`src/design/pe8_pkg.sv`:
```
// Constants for the host-side controller of an eight-input priority encoder.
// Assumes a single 40 MHz clock and a purely combinational encoder on the pins.
package pe8_pkg;
	localparam int REQ_W = 8;
	localparam int ADDR_W = 3;
	localparam int CLK_PERIOD_NS = 25;
	// Least time the encoder pins are given to settle after any change.
	localparam int SETTLE_NS = 200;
	localparam int SETTLE_CYC_INT = (SETTLE_NS + CLK_PERIOD_NS - 1) / CLK_PERIOD_NS;
	localparam int CNT_W = 4;
	localparam logic [CNT_W-1:0] SETTLE_CYC = CNT_W'(SETTLE_CYC_INT);
	localparam logic [CNT_W-1:0] CNT_ZERO = 4'h0;
	localparam logic [CNT_W-1:0] CNT_ONE = 4'h1;
	localparam logic [REQ_W-1:0] REQ_N_IDLE = 8'hff;
	localparam logic [ADDR_W-1:0] ADDR_N_IDLE = 3'h7;
	localparam logic [ADDR_W-1:0] ADDR_ZERO = 3'h0;
	localparam logic [ADDR_W+1:0] PINS_IDLE = 5'h1f;
	typedef enum logic {
		PE8_SETTLE,
		PE8_VALID
	} pe8_state_e;
endpackage : pe8_pkg

```
`src/design/pe8_host.sv`:
```
// Host controller that drives the request and enable pins of an eight-input priority
// encoder and samples its address, group and enable outputs once they have settled.
// Assumes the encoder outputs are asynchronous to i_ref_clk and reach it unregistered.
`timescale 1ns/10ps
module pe8_host (
	input wire logic i_ref_clk,
	input wire logic i_sys_rst,
	input wire logic [pe8_pkg::REQ_W-1:0] i_req,
	input wire logic i_enable,
	input wire logic [pe8_pkg::ADDR_W-1:0] i_addr_n,
	input wire logic i_group_n,
	input wire logic i_enable_out_n,
	output logic [pe8_pkg::REQ_W-1:0] o_req_n,
	output logic o_cascade_enable_in_n,
	output logic o_valid,
	output logic [pe8_pkg::ADDR_W-1:0] o_addr,
	output logic o_any,
	output logic o_none,
	output logic o_fault,
	output logic o_lower_enable_n
);
	logic [pe8_pkg::REQ_W-1:0] req_n_r;
	logic [pe8_pkg::REQ_W-1:0] req_n_nxt;
	logic en_n_r;
	logic en_n_nxt;
	logic [pe8_pkg::ADDR_W+1:0] pins_raw;
	logic [pe8_pkg::ADDR_W+1:0] pins_s1_r;
	logic [pe8_pkg::ADDR_W+1:0] pins_s1_nxt;
	logic [pe8_pkg::ADDR_W+1:0] pins_s2_r;
	logic [pe8_pkg::ADDR_W+1:0] pins_s2_nxt;
	logic [pe8_pkg::ADDR_W+1:0] last_r;
	logic [pe8_pkg::ADDR_W+1:0] last_nxt;
	pe8_pkg::pe8_state_e state_r;
	pe8_pkg::pe8_state_e state_nxt;
	logic [pe8_pkg::CNT_W-1:0] cnt_r;
	logic [pe8_pkg::CNT_W-1:0] cnt_nxt;
	logic [pe8_pkg::ADDR_W-1:0] addr_r;
	logic [pe8_pkg::ADDR_W-1:0] addr_nxt;
	logic any_r;
	logic any_nxt;
	logic none_r;
	logic none_nxt;
	logic fault_r;
	logic fault_nxt;
	logic lower_en_n_r;
	logic lower_en_n_nxt;
	logic drive_change;
	logic pin_change;
	logic capture;
	logic [pe8_pkg::ADDR_W-1:0] s_addr_n;
	logic s_group_n;
	logic s_eo_n;

	// True when the address pins name no position, as when disabled or idle.
	function automatic logic addr_is_idle(input logic [pe8_pkg::ADDR_W-1:0] addr_n);
		addr_is_idle = (addr_n == pe8_pkg::ADDR_N_IDLE);
	endfunction : addr_is_idle

	// Flags a pin combination that a working encoder can never show.
	function automatic logic pins_illegal(
		input logic en_n,
		input logic [pe8_pkg::ADDR_W-1:0] addr_n,
		input logic group_n,
		input logic eo_n
	);
		logic bad;
		if (en_n) begin
			// A disabled encoder must show every output high, so its address reads seven.
			bad = !addr_is_idle(addr_n) || !group_n || !eo_n;
		end else begin
			// Enabled: exactly one of group and enable output is low, and an idle
			// encoder shows no address.
			bad = (group_n == eo_n) || (group_n && !addr_is_idle(addr_n));
		end
		pins_illegal = bad;
	endfunction : pins_illegal

	// Drive group: user requests are active high; the pins are active low.
	always_comb begin
		req_n_nxt = ~i_req;
		en_n_nxt = ~i_enable;
		drive_change = (req_n_nxt != req_n_r) || (en_n_nxt != en_n_r);
	end

	always_ff @(posedge i_ref_clk) begin
		if (i_sys_rst) begin
			req_n_r <= pe8_pkg::REQ_N_IDLE;
			en_n_r <= 1'h1;
		end else begin
			req_n_r <= req_n_nxt;
			en_n_r <= en_n_nxt;
		end
	end

	assign pins_raw = {i_addr_n, i_group_n, i_enable_out_n};

	// Sync group: the encoder pins are asynchronous, so two flip-flops stand
	// before any logic reads them.
	always_comb begin
		pins_s1_nxt = pins_raw;
		pins_s2_nxt = pins_s1_r;
	end

	always_ff @(posedge i_ref_clk) begin
		if (i_sys_rst) begin
			pins_s1_r <= pe8_pkg::PINS_IDLE;
			pins_s2_r <= pe8_pkg::PINS_IDLE;
		end else begin
			pins_s1_r <= pins_s1_nxt;
			pins_s2_r <= pins_s2_nxt;
		end
	end

	assign s_addr_n = pins_s2_r[pe8_pkg::ADDR_W+1:2];
	assign s_group_n = pins_s2_r[1];
	assign s_eo_n = pins_s2_r[0];

	// Timing group: a result is taken only after a full quiet window.
	always_comb begin
		last_nxt = pins_s2_r;
		state_nxt = state_r;
		cnt_nxt = cnt_r;
		capture = 1'h0;
		// Each synchronised sample is compared with the one before, so a result
		// qualifies only once successive samples agree.
		pin_change = (pins_s2_r != last_r);
		// Any change on either side restarts the settle window, so transient
		// addresses and the group glitch after enabling are never captured.
		if (drive_change || pin_change) begin
			state_nxt = pe8_pkg::PE8_SETTLE;
			cnt_nxt = pe8_pkg::SETTLE_CYC;
		end else begin
			case (state_r)
				pe8_pkg::PE8_SETTLE: begin
					if (cnt_r == pe8_pkg::CNT_ZERO) begin
						state_nxt = pe8_pkg::PE8_VALID;
						capture = 1'h1;
					end else begin
						cnt_nxt = cnt_r - pe8_pkg::CNT_ONE;
					end
				end
				pe8_pkg::PE8_VALID: begin
					state_nxt = pe8_pkg::PE8_VALID;
				end
				default: begin
					state_nxt = pe8_pkg::PE8_SETTLE;
				end
			endcase
		end
	end

	always_ff @(posedge i_ref_clk) begin
		if (i_sys_rst) begin
			last_r <= pe8_pkg::PINS_IDLE;
			state_r <= pe8_pkg::PE8_SETTLE;
			cnt_r <= pe8_pkg::SETTLE_CYC;
		end else begin
			last_r <= last_nxt;
			state_r <= state_nxt;
			cnt_r <= cnt_nxt;
		end
	end

	// Capture group: the settled pins are held until the next capture.
	always_comb begin
		addr_nxt = addr_r;
		any_nxt = any_r;
		none_nxt = none_r;
		fault_nxt = fault_r;
		lower_en_n_nxt = lower_en_n_r;
		if (capture) begin
			// The inverted address is the position of the highest request; a
			// disabled encoder and an idle one both read zero here.
			addr_nxt = ~s_addr_n;
			any_nxt = ~s_group_n;
			none_nxt = ~s_eo_n;
			lower_en_n_nxt = s_eo_n;
			fault_nxt = pins_illegal(en_n_r, s_addr_n, s_group_n, s_eo_n);
		end
	end

	always_ff @(posedge i_ref_clk) begin
		if (i_sys_rst) begin
			addr_r <= pe8_pkg::ADDR_ZERO;
			any_r <= 1'h0;
			none_r <= 1'h0;
			fault_r <= 1'h0;
			lower_en_n_r <= 1'h1;
		end else begin
			addr_r <= addr_nxt;
			any_r <= any_nxt;
			none_r <= none_nxt;
			fault_r <= fault_nxt;
			lower_en_n_r <= lower_en_n_nxt;
		end
	end

	assign o_req_n = req_n_r;
	assign o_cascade_enable_in_n = en_n_r;
	assign o_valid = (state_r == pe8_pkg::PE8_VALID);
	assign o_addr = addr_r;
	assign o_any = any_r;
	assign o_none = none_r;
	assign o_fault = fault_r;
	assign o_lower_enable_n = lower_en_n_r;
endmodule : pe8_host

```
`config.mk`:
```
export PLATFORM = sky130hd
export DESIGN_NAME = pe8_host
export DESIGN_NICKNAME = d
export VERILOG_FILES = /design/src/design/pe8_pkg.sv /design/src/design/pe8_host.sv
export SDC_FILE = /design/constraint.sdc
export NUM_CORES = 1
export LEC_CHECK = 0
export ABC_AREA = 1
export ABC_CLOCK_PERIOD_IN_PS = 1400
export BUFFER_PORTS_ARGS = -buffer_cell sky130_fd_sc_hd__buf_2
export CAP_MARGIN = 20
export CORE_MARGIN = 10
export CORE_UTILIZATION = 35
export CTS_CLUSTER_DIAMETER = 100
export DETAILED_ROUTE_END_ITERATION = 10
export PLACE_DENSITY = 0.62
export SLEW_MARGIN = 10
export SYNTH_ARGS = -nofsm -noshare
export SYNTH_HDL_FRONTEND = slang
export SYNTH_SLANG_ARGS = --single-unit
```
`constraint.sdc`:
```
create_clock -name i_ref_clk -period 1.4 [get_ports i_ref_clk]
set_input_delay 0 -clock i_ref_clk [delete_from_list [all_inputs] [get_ports i_ref_clk]]
set_output_delay 0 -clock i_ref_clk [all_outputs]
set_load 0.1 [all_outputs]
```
==> run metrics, run 1 <==
Synth area leader dfxtp_1; final setup vio count 0; Fillers around 420; # rows 23; achievable frequency between 700 and 800 MHz; port bufs 32; antenna violations before repair 0; DP HPWL around 2400 microns; top cells by area, synth dfxtp_1, nand2_1, inv_1; Critical path origin o_req_n[0]$_SDFF_PP1_; largest net degree at the start of global routing 23; DRC 0; Crit path required time between 1.5 and 2 ns; Post-Synth XOR/XNOR Area between 2 and 3%; post-synthesis cell count roughly 220; largest family of logic cells by synthesized area simple AND/OR/NAND/NOR gates; clock tree buffer depth 2; Core Area slightly above 4000 sq um; CTS clk-pin slew, worst paths about 0.070 ns; Chip Width 85.9 microns; RSZ-0062 raised after global routing true; R2R Path Start o_req_n[0]$_SDFF_PP1_; Hold Fails Final Rpt 0; Seq/Total Area, Yosys approximately 47%; critical path capture point type register; RR Endpoint o_none$_SDFFE_PP0P_; CP Data Arrival Time about 1.5 ns; area of the multi-input gates 669 sq um; Post-Syn Area between 1500 and 2000 sq um; critical path fanouts, max 6; worst skew pair latency just under 0.3 ns; Root Driver clkbuf_8; crit path launch type register; GP Congestion 0.792; Simple-Gate Fraction of Synth Area 34.3%; post-CTS setup buffers 0; Area growth, synth to finish 39.4%; top cell type's share of synthesized area around 47%; via/cell ratio approximately 4.2; Tot Pwr around 0.0023 W; Die ar. 7370 sq um; syn nets around 240; leak pwr between 1 and 1.5 nW; Num Clock Sinks 36; Total Routing Usage GR 9.12%; number of global-route vias before repair 1311; clk_skew 0.00410 ns; Hold Crit Class in -> reg; fin. max-slew vios 0; mux cell area share after synthesis 0%; post-layout min period roughly 1.3 ns; Netlist cell types 20; Final ANT Viol Nets 0; post-synthesis compound-gate area fraction between 1 and 1.5%; ant diodes 0; htree depth 2; TNS Setup 0 ns; Peak VDD IR ~0.67 mV; starting density of the core between 30% and 40%; Syn Area/Cell a little under 7 sq um; IO Count 33; Slew HR 67.3%; critical path type reg -> reg; Layout Nets 289; Max-cap violations 0; pwr/cell area 1090 nW/um^2; Num CTS Buffers 5; grt ovf 0; DRT iter0 DRCs 51; Finished Layout Cells about 320; reg2reg path depth 11; Syn. warnings 0; r2r setup slk roughly 0.058 ns; outcome completed; WL final around 3300 microns; Worst Max-Slew Pin Slew just under 0.5 ns; first-pass GRT wire length roughly 5500 microns; Sequential Area ~760 sq um; # placed instances approximately 310; CTS tree built; Routed WL per cell approximately 10 microns; first-pass detailed-route iteration total 4; Adder-Cell Fraction of Synth Area less than 1%; DIE HEIGHT 85.9 microns; Tcrit/Tclk final a little over nine tenths; Vias 1358; layout cells sized above 1 about a third; Critical Path End o_none$_SDFFE_PP0P_; Yosys reg bits 36
stage by stage:
stage	setup slack, ns	utilization (%)	instance area, sq um	hold slack (ns)
2_1_floorplan	-0.0316	-	1550	0.0693
3_3_place_gp	0.00178	44.3	1810	0.182
3_5_place_dp	-0.0365	44.3	1810	0.185
4_1_cts	0.00138	51.1	2090	0.0195
5_1_grt	-0.0522	51.8	2120	0.0488
6_report	0.0581	51.8	2120	0.0204
critical path, stage by stage (launching register included):
cell     delay (ns)
dfxtp_4        0.36
inv_2          0.03
nand2_1        0.07
nand2_1        0.08
nor2_1         0.10
nand2_1        0.09
nor2_4         0.15
nand3_4        0.12
nand2_2        0.09
nand2_2        0.05
nand2_1        0.06
inv_1          0.03
power breakdown:
| part | switching [W] | internal, W |
|---|---|---|
| sequential | 0.0000200 | 0.00105 |
| clock | 0.000362 | 0.000556 |
| combinational | 0.000211 | 0.000105 |
| total | 0.000593 | 0.00171 |
cell type report:
cell class              count  area share (%)
inverters                  45            7.98
repair buffers             49            15.8
well taps                  50            2.96
multi-input cells         135            31.6
flip-flops and latches     36            35.9
clock buffers               8            5.73
worst min path at each step:
stage	startpoint	endpoint	depth (start not counted)
after floorplan	i_enable	o_cascade_enable_in_n$_SDFF_PP1_	1
after global placement	i_req[6]	o_req_n[6]$_SDFF_PP1_	2
after detailed placement	i_addr_n[0]	pins_s1_r[2]$_SDFF_PP1_	2
after CTS	i_sys_rst	pins_s1_r[3]$_SDFF_PP1_	2
after global routing	i_sys_rst	last_nxt[1]$_SDFF_PP1_	2
final	i_sys_rst	pins_s1_r[4]$_SDFF_PP1_	2
logic make-up after synthesis:
logic type,Yosys count
simple gates,125
buf+inv,49
flops,36
xor+xnor,5
compound gates,3
fa+ha+maj,1
what timing repair did:
action                                  CTS  global route
hold buffers                             14             0
gates cloned                              0             1
endpoints found under the hold margin    14             0
pin swaps                                 1            13
resized for setup                         3            22
endpoints found under the setup margin    2            12
sequential cells by signal (all words and copies together), names as in the netlist:
| signal | flops |
|---|---|
| o_none | 1 |
| o_lower_enable_n | 1 |
| o_valid | 1 |
| o_any | 1 |
| o_fault | 1 |
| o_addr | 3 |
| last_nxt | 5 |
| o_req_n | 8 |
| o_cascade_enable_in_n | 1 |
| cnt_r | 4 |
| pins_s1_r | 5 |
| last_r | 5 |
cell usage in the layout, fill, tap and decap left out, types with 7 or more instances in the layout:
master	netlist	routed
clkbuf_8	1	7
buf_2	0	27
inv_1	43	37
nor2_1	24	20
nand2_2	0	9
nand2_1	79	70
dfxtp_4	0	9
dfxtp_1	36	23
or2_2	10	10
buf_4	0	8
dlygate4sd3_1	0	14
inv_2	2	8
routing by layer:
layer	vias up	track usage (%)	part of all wire, %
met1	586	9.18	41
met4	0	3.14	0.98
met5	-	0	0
li1	740	-	-
met2	29	16.0	51
met3	3	4.35	6.5
cells in the mapped netlist (all sizes together):
cell type	n
clkbuf	3
ha	1
nand4	4
xor2	3
or2	10
o22ai	1
o21ai	1
nor2	26
nand2	79
buf	1
nand3	5
xnor2	2
inv	45
nor3	1
dfxtp	36
o21a	1
No activity file was read; power rests on OpenSTA's default activity.
==> run 2: changes to the inputs <==
--- a/config.mk
+++ b/config.mk
@@ -6,7 +6,7 @@
 export NUM_CORES = 1
 export LEC_CHECK = 0
 export ABC_AREA = 1
-export ABC_CLOCK_PERIOD_IN_PS = 1400
+export ABC_CLOCK_PERIOD_IN_PS = 1250
 export BUFFER_PORTS_ARGS = -buffer_cell sky130_fd_sc_hd__buf_2
 export CAP_MARGIN = 20
 export CORE_MARGIN = 10
==> constraint.sdc (replaced) <==
create_clock -name i_ref_clk -period 1.25 [get_ports i_ref_clk]
set_input_delay 0 -clock i_ref_clk [delete_from_list [all_inputs] [get_ports i_ref_clk]]
set_output_delay 0 -clock i_ref_clk [all_outputs]
set_load 0.1 [all_outputs]
==> run 2 against run 1 <==
- the run now ends with setup timing left
- largest cell class unchanged
- total power is 9.0% higher
- highest routed layer unchanged
- via count rose by 7.5%
- utilization rose by 3.8 points
- hold slack better by 0.0015 ns
- setup slack got worse by 0.15 ns
- clock-buffer cell count shrank 1
- final area is 7.4% higher
- largest power group unchanged
- first-iteration DRC count down 20%
- global-route usage increased by 0.79 points
- die area unchanged
==> run metrics, run 2 (synthesized netlist as in run 1, its figures left out) <==
Max-cap violations 0 (unchanged); WL final 3450 microns (was 3280 microns); pwr/cell area 1100 nW/um^2 (was 1090 nW/um^2); ant diodes 0 (unchanged); fin. max-slew vios 0 (unchanged); layout cells sized above 1 41.8% (was 34.1%); critical path fanouts, max 6 (unchanged); post-layout min period 1.34 ns (about the same); htree depth 2 (unchanged); Tot Pwr 0.00251 W (was 0.00230 W); leak pwr 1.27 nW (was 1.18 nW); Core Area 4090 sq um (unchanged); crit path launch type register (unchanged); Routed WL per cell 9.94 microns (was 10.1 microns); Die ar. 7370 sq um (unchanged); Root Driver clkbuf_8 (unchanged); Chip Width 85.9 microns (unchanged); DIE HEIGHT 85.9 microns (unchanged); Vias 1460 (was 1358); clock tree buffer depth 2 (unchanged); outcome complete, but fails checks (was completed); GP Congestion 0.787 (was 0.792); # placed instances 322 (was 306); Slew HR 67.2% (was 67.3%); Tcrit/Tclk final 107% (was 95.9%); Num CTS Buffers 5 (unchanged); largest net degree at the start of global routing 15 (was 23); RSZ-0062 raised after global routing true (unchanged); Hold Crit Class in -> reg (unchanged); final setup vio count 12 (was 0); clk_skew 0.00585 ns (was 0.00410 ns); first-pass detailed-route iteration total 4 (unchanged); Total Routing Usage GR 9.91% (was 9.12%); DRT iter0 DRCs 41 (was 51); number of global-route vias before repair 1468 (was 1311); first-pass GRT wire length 6050 microns (was 5510 microns); Worst Max-Slew Pin Slew 0.495 ns (was 0.493 ns); Area growth, synth to finish 49.7% (was 39.4%); starting density of the core 37.2% (unchanged); worst skew pair latency 0.29 ns (about the same); fin worst setup slack -0.0879 ns (was 0.0581 ns); DRC 0 (unchanged); Peak VDD IR 0.818 mV (was 0.670 mV); failing checks setup timing; CTS clk-pin slew, worst paths 0.07 ns (about the same); Final ANT Viol Nets 0 (unchanged); # rows 23 (unchanged); achievable frequency 747 MHz (was 745 MHz); Crit path required time 1.44 ns (was 1.59 ns); Hold Fails Final Rpt 0 (unchanged); antenna violations before repair 0 (unchanged); TNS Setup -0.467 ns (was 0 ns); IO Count 33 (unchanged); grt ovf 0 (unchanged); max reg flops 8 (unchanged); critical path type reg -> reg (unchanged); DP HPWL 2480 microns (was 2370 microns); Layout Nets 313 (was 289); port bufs 32 (unchanged); most common cell after layout, fill and taps aside nand2_1 (unchanged); CP Data Arrival Time 1.53 ns (about the same); critical path capture point type register (unchanged); via/cell ratio 4.21 (was 4.20); Finished Layout Cells 347 (was 323); CTS tree built (unchanged); post-layout util 55.6% (was 51.8%); hold_ws 0.0220 ns (was 0.0204 ns); most frequent cells in the layout nand2_1, buf_2, inv_1 (was nand2_1, inv_1, buf_2); Num Clock Sinks 36 (unchanged)
## run 2: through the flow
stage	cell area (sq um)	worst slack, ns
floorplan	1560	-0.181
global placement	1940	-0.152
detailed placement	1940	-0.214
CTS	2240	-0.0862
global route	2270	-0.201
finish	2270	-0.0879
## run 2: where the power goes
group	switching (W)	total (W)	internal, W
registers	0.0000223	0.00119	0.00117
clock network	0.000409	0.000920	0.000511
logic	0.000245	0.000397	0.000153
## run 2: layer usage
metal	vias up	wire length (microns)	GRT usage (%)
met2	25	1690	17.0
li1	791	-	-
met3	7	201	3.69
met5	-	0	0
met4	0	66	5.24
met1	637	1490	10.3
## run 2: cell type report
| cell class | instances | area, sq um |
|---|---|---|
| multi-input combinational | 135 | 669 |
| tap | 50 | 62.6 |
| clock inverter | 1 | 5.00 |
| inverter | 45 | 169 |
| fill | 413 | 1810 |
| clock buffer | 7 | 97.6 |
| timing repair buffer | 73 | 503 |
| sequential | 36 | 767 |
## run 2: critical path, stage by stage, from the launching register on
cell     delay, ns
dfxtp_4       0.36
inv_2         0.03
nand2_1       0.06
nand2_1       0.05
nor2_1        0.13
nand2_2       0.08
nor2_4        0.15
nand3_4       0.12
nand2_1       0.08
nand2_1       0.07
nand2_1       0.07
inv_1         0.03
## run 2: worst paths after layout
kind,end,cells past startpoint,from,slack (ns)
hold reg to reg,last_nxt[2]$_SDFF_PP1_,1,pins_s1_r[2]$_SDFF_PP1_,0.41
setup / recovery,o_none$_SDFFE_PP0P_,11,o_req_n[1]$_SDFF_PP1_,-0.09
setup reg to reg,o_none$_SDFFE_PP0P_,11,o_req_n[1]$_SDFF_PP1_,-0.09
hold / removal,pins_s1_r[2]$_SDFF_PP1_,2,i_sys_rst,0.02
## run 2: what timing repair did
action | 4_1_cts | 5_1_grt
resized for setup | 20 | 9
buffers inserted | 1 | 1
gates cloned | 1 | 0
endpoints found under the hold margin | 14 | 0
pin swaps | 9 | 13
setup endpoints to repair | 12 | 12
hold buffers | 14 | 0
==> run 3: changes to the inputs <==
--- a/config.mk
+++ b/config.mk
@@ -7,13 +7,12 @@
 export LEC_CHECK = 0
 export ABC_AREA = 1
 export ABC_CLOCK_PERIOD_IN_PS = 1250
-export BUFFER_PORTS_ARGS = -buffer_cell sky130_fd_sc_hd__buf_2
-export CAP_MARGIN = 20
 export CORE_MARGIN = 10
 export CORE_UTILIZATION = 35
 export CTS_CLUSTER_DIAMETER = 100
 export DETAILED_ROUTE_END_ITERATION = 10
-export PLACE_DENSITY = 0.62
+export DONT_BUFFER_PORTS = 1
+export PLACE_DENSITY = 0.56
 export SLEW_MARGIN = 10
 export SYNTH_ARGS = -nofsm -noshare
 export SYNTH_HDL_FRONTEND = slang
==> run 3 against run 2 <==
- the flow still finishes with violations (setup timing)
- critical path depth fell by 1
- hold slack improved by 0.017 ns
- sequential cell count unchanged
==> run metrics, run 3 (synthesized netlist as in run 1, its figures left out) <==
Crit path required time 1.44 ns (about the same); via/cell ratio 4.20 (was 4.21); Tcrit/Tclk final 107% (about the same); Sequential Area 764 sq um (was 767 sq um); DP Worst Slack -0.150 ns (was -0.214 ns); leak pwr 1.21 nW (was 1.27 nW); fin worst setup slack -0.0860 ns (was -0.0879 ns); Critical path origin o_req_n[5]$_SDFF_PP1_ (was o_req_n[1]$_SDFF_PP1_); Chip Width 85.9 microns (unchanged); Slew HR 71.2% (was 67.2%); Vias 1386 (was 1460); Num Clock Sinks 36 (unchanged); Worst Max-Slew Pin Slew 0.431 ns (was 0.495 ns); Area growth, synth to finish 47.6% (was 49.7%); WL final 3490 microns (was 3450 microns); number of global-route vias before repair 1434 (was 1468); clock tree buffer depth 2 (unchanged); Hold Crit Class in -> reg (unchanged); failing checks setup timing (unchanged); DRT iter0 DRCs 50 (was 41); most common cell after layout, fill and taps aside nand2_1 (unchanged); grt ovf 0 (unchanged); RSZ-0062 raised after global routing true (unchanged); worst skew pair latency 0.29 ns (about the same); Layout Nets 296 (was 313); critical path type reg -> reg (unchanged); # rows 23 (unchanged); DIE HEIGHT 85.9 microns (unchanged); critical path fanouts, max 6 (unchanged); Core Area 4090 sq um (unchanged); Critical Path End o_addr[0]$_SDFFE_PP0P_ (was o_none$_SDFFE_PP0P_); Total Routing Usage GR 10.1% (was 9.91%); fin. max-slew vios 0 (unchanged); Routed WL per cell 10.6 microns (was 9.94 microns); GP Congestion 0.800 (was 0.787); CTS tree built (unchanged); largest net degree at the start of global routing 15 (unchanged); layout cells sized above 1 39.3% (was 41.8%); CP Data Arrival Time 1.52 ns (was 1.53 ns); post-layout min period 1.34 ns (about the same); first-pass GRT wire length 6110 microns (was 6050 microns); Fillers 386 (was 413); DRC 0 (unchanged); starting density of the core 37.2% (unchanged); Peak VDD IR 0.685 mV (was 0.818 mV); crit path launch type register (unchanged); Max-cap violations 0 (unchanged); clk_skew 0.00368 ns (was 0.00585 ns); r2r setup slk -0.09 ns (about the same); critical path capture point type register (unchanged); Root Driver clkbuf_8 (unchanged); RR Endpoint o_addr[0]$_SDFFE_PP0P_ (was o_none$_SDFFE_PP0P_); most frequent cells in the layout nand2_1, buf_4, inv_1 (was nand2_1, buf_2, inv_1); Die ar. 7370 sq um (unchanged); first-pass detailed-route iteration total 4 (unchanged); R2R Path Start o_req_n[5]$_SDFF_PP1_ (was o_req_n[1]$_SDFF_PP1_); htree depth 2 (unchanged); Tot Pwr 0.00239 W (was 0.00251 W); final setup vio count 11 (was 12); ant diodes 0 (unchanged); max reg flops 8 (unchanged); DP HPWL 2420 microns (was 2480 microns); pwr/cell area 1070 nW/um^2 (was 1100 nW/um^2); antenna violations before repair 0 (unchanged); outcome complete, but fails checks (unchanged); Num CTS Buffers 5 (unchanged); Hold Fails Final Rpt 0 (unchanged); Final ANT Viol Nets 0 (unchanged); port bufs 0 (was 32); achievable frequency 748 MHz (was 747 MHz); CTS clk-pin slew, worst paths 0.07 ns (about the same); IO Count 33 (unchanged); area of the multi-input gates 672 sq um (was 669 sq um); reg2reg path depth 10 (was 11)
run 3: worst min-delay path by stage:
stage,start,end,depth (start not counted)
after floorplan,i_enable,o_cascade_enable_in_n$_SDFF_PP1_,1
after global placement,i_req[7],o_req_n[7]$_SDFF_PP1_,1
after detailed placement,i_req[0],o_req_n[0]$_SDFF_PP1_,1
after CTS,i_sys_rst,last_r[1]$_SDFF_PP1_,2
after global routing,i_sys_rst,last_r[4]$_SDFF_PP1_,2
final,i_sys_rst,last_r[4]$_SDFF_PP1_,2
run 3: report_power, final:
part	switching, W	internal, W
combinational	0.000234	0.000149
clock	0.000423	0.000388
sequential	0.0000227	0.00117
total	0.000680	0.00171
run 3: layout make-up:
cell class              count  share of cell area, %
clock buffers               5                   3.07
clock inverters             3                  0.837
inverters                  45                   7.53
multi-input cells         134                   30.0
flip-flops and latches     36                   34.1
well taps                  50                   2.79
repair buffers             57                   21.7
run 3: timing repair:
action / in CTS / in global routing
gates resized for setup: 7 / 29
endpoints found under the setup margin: 12 / 12
endpoints found under the hold margin: 19 / 0
pin swaps: 5 / 12
setup buffers: 2 / 1
hold buffers: 19 / 0
run 3: stage by stage:
stage | utilization (%) | area, sq um | TNS [ns] | cells | hold WS [ns]
after floorplan | - | 1560 | -1.23 | 219 | 0.0693
after global placement | 45.4 | 1850 | -0.640 | 300 | 0.0694
after detailed placement | 45.4 | 1850 | -1.00 | 300 | 0.0721
after CTS | 52.9 | 2160 | -0.828 | 329 | 0.0298
after global routing | 54.9 | 2240 | -2.05 | 330 | 0.0623
final | 54.9 | 2240 | -0.660 | 330 | 0.0388
run 3: critical path, cell delays in order, from the launching register on:
cell,delay (ns)
dfxtp_4,0.36
inv_2,0.03
nand2_2,0.05
nand2_2,0.06
nor2_4,0.13
nand2_2,0.08
nor2_4,0.10
nand3_2,0.12
buf_6,0.16
nor2_1,0.09
nor2_1,0.05
run 3: layer usage:
| metal | wire length, microns | global-route usage, % | share of wire [%] |
|---|---|---|---|
| met1 | 1460 | 10.2 | 42 |
| met2 | 1780 | 17.8 | 51 |
| met3 | 214 | 4.16 | 6.1 |
| met4 | 37 | 3.89 | 1.1 |
| met5 | 0 | 0 | 0 |
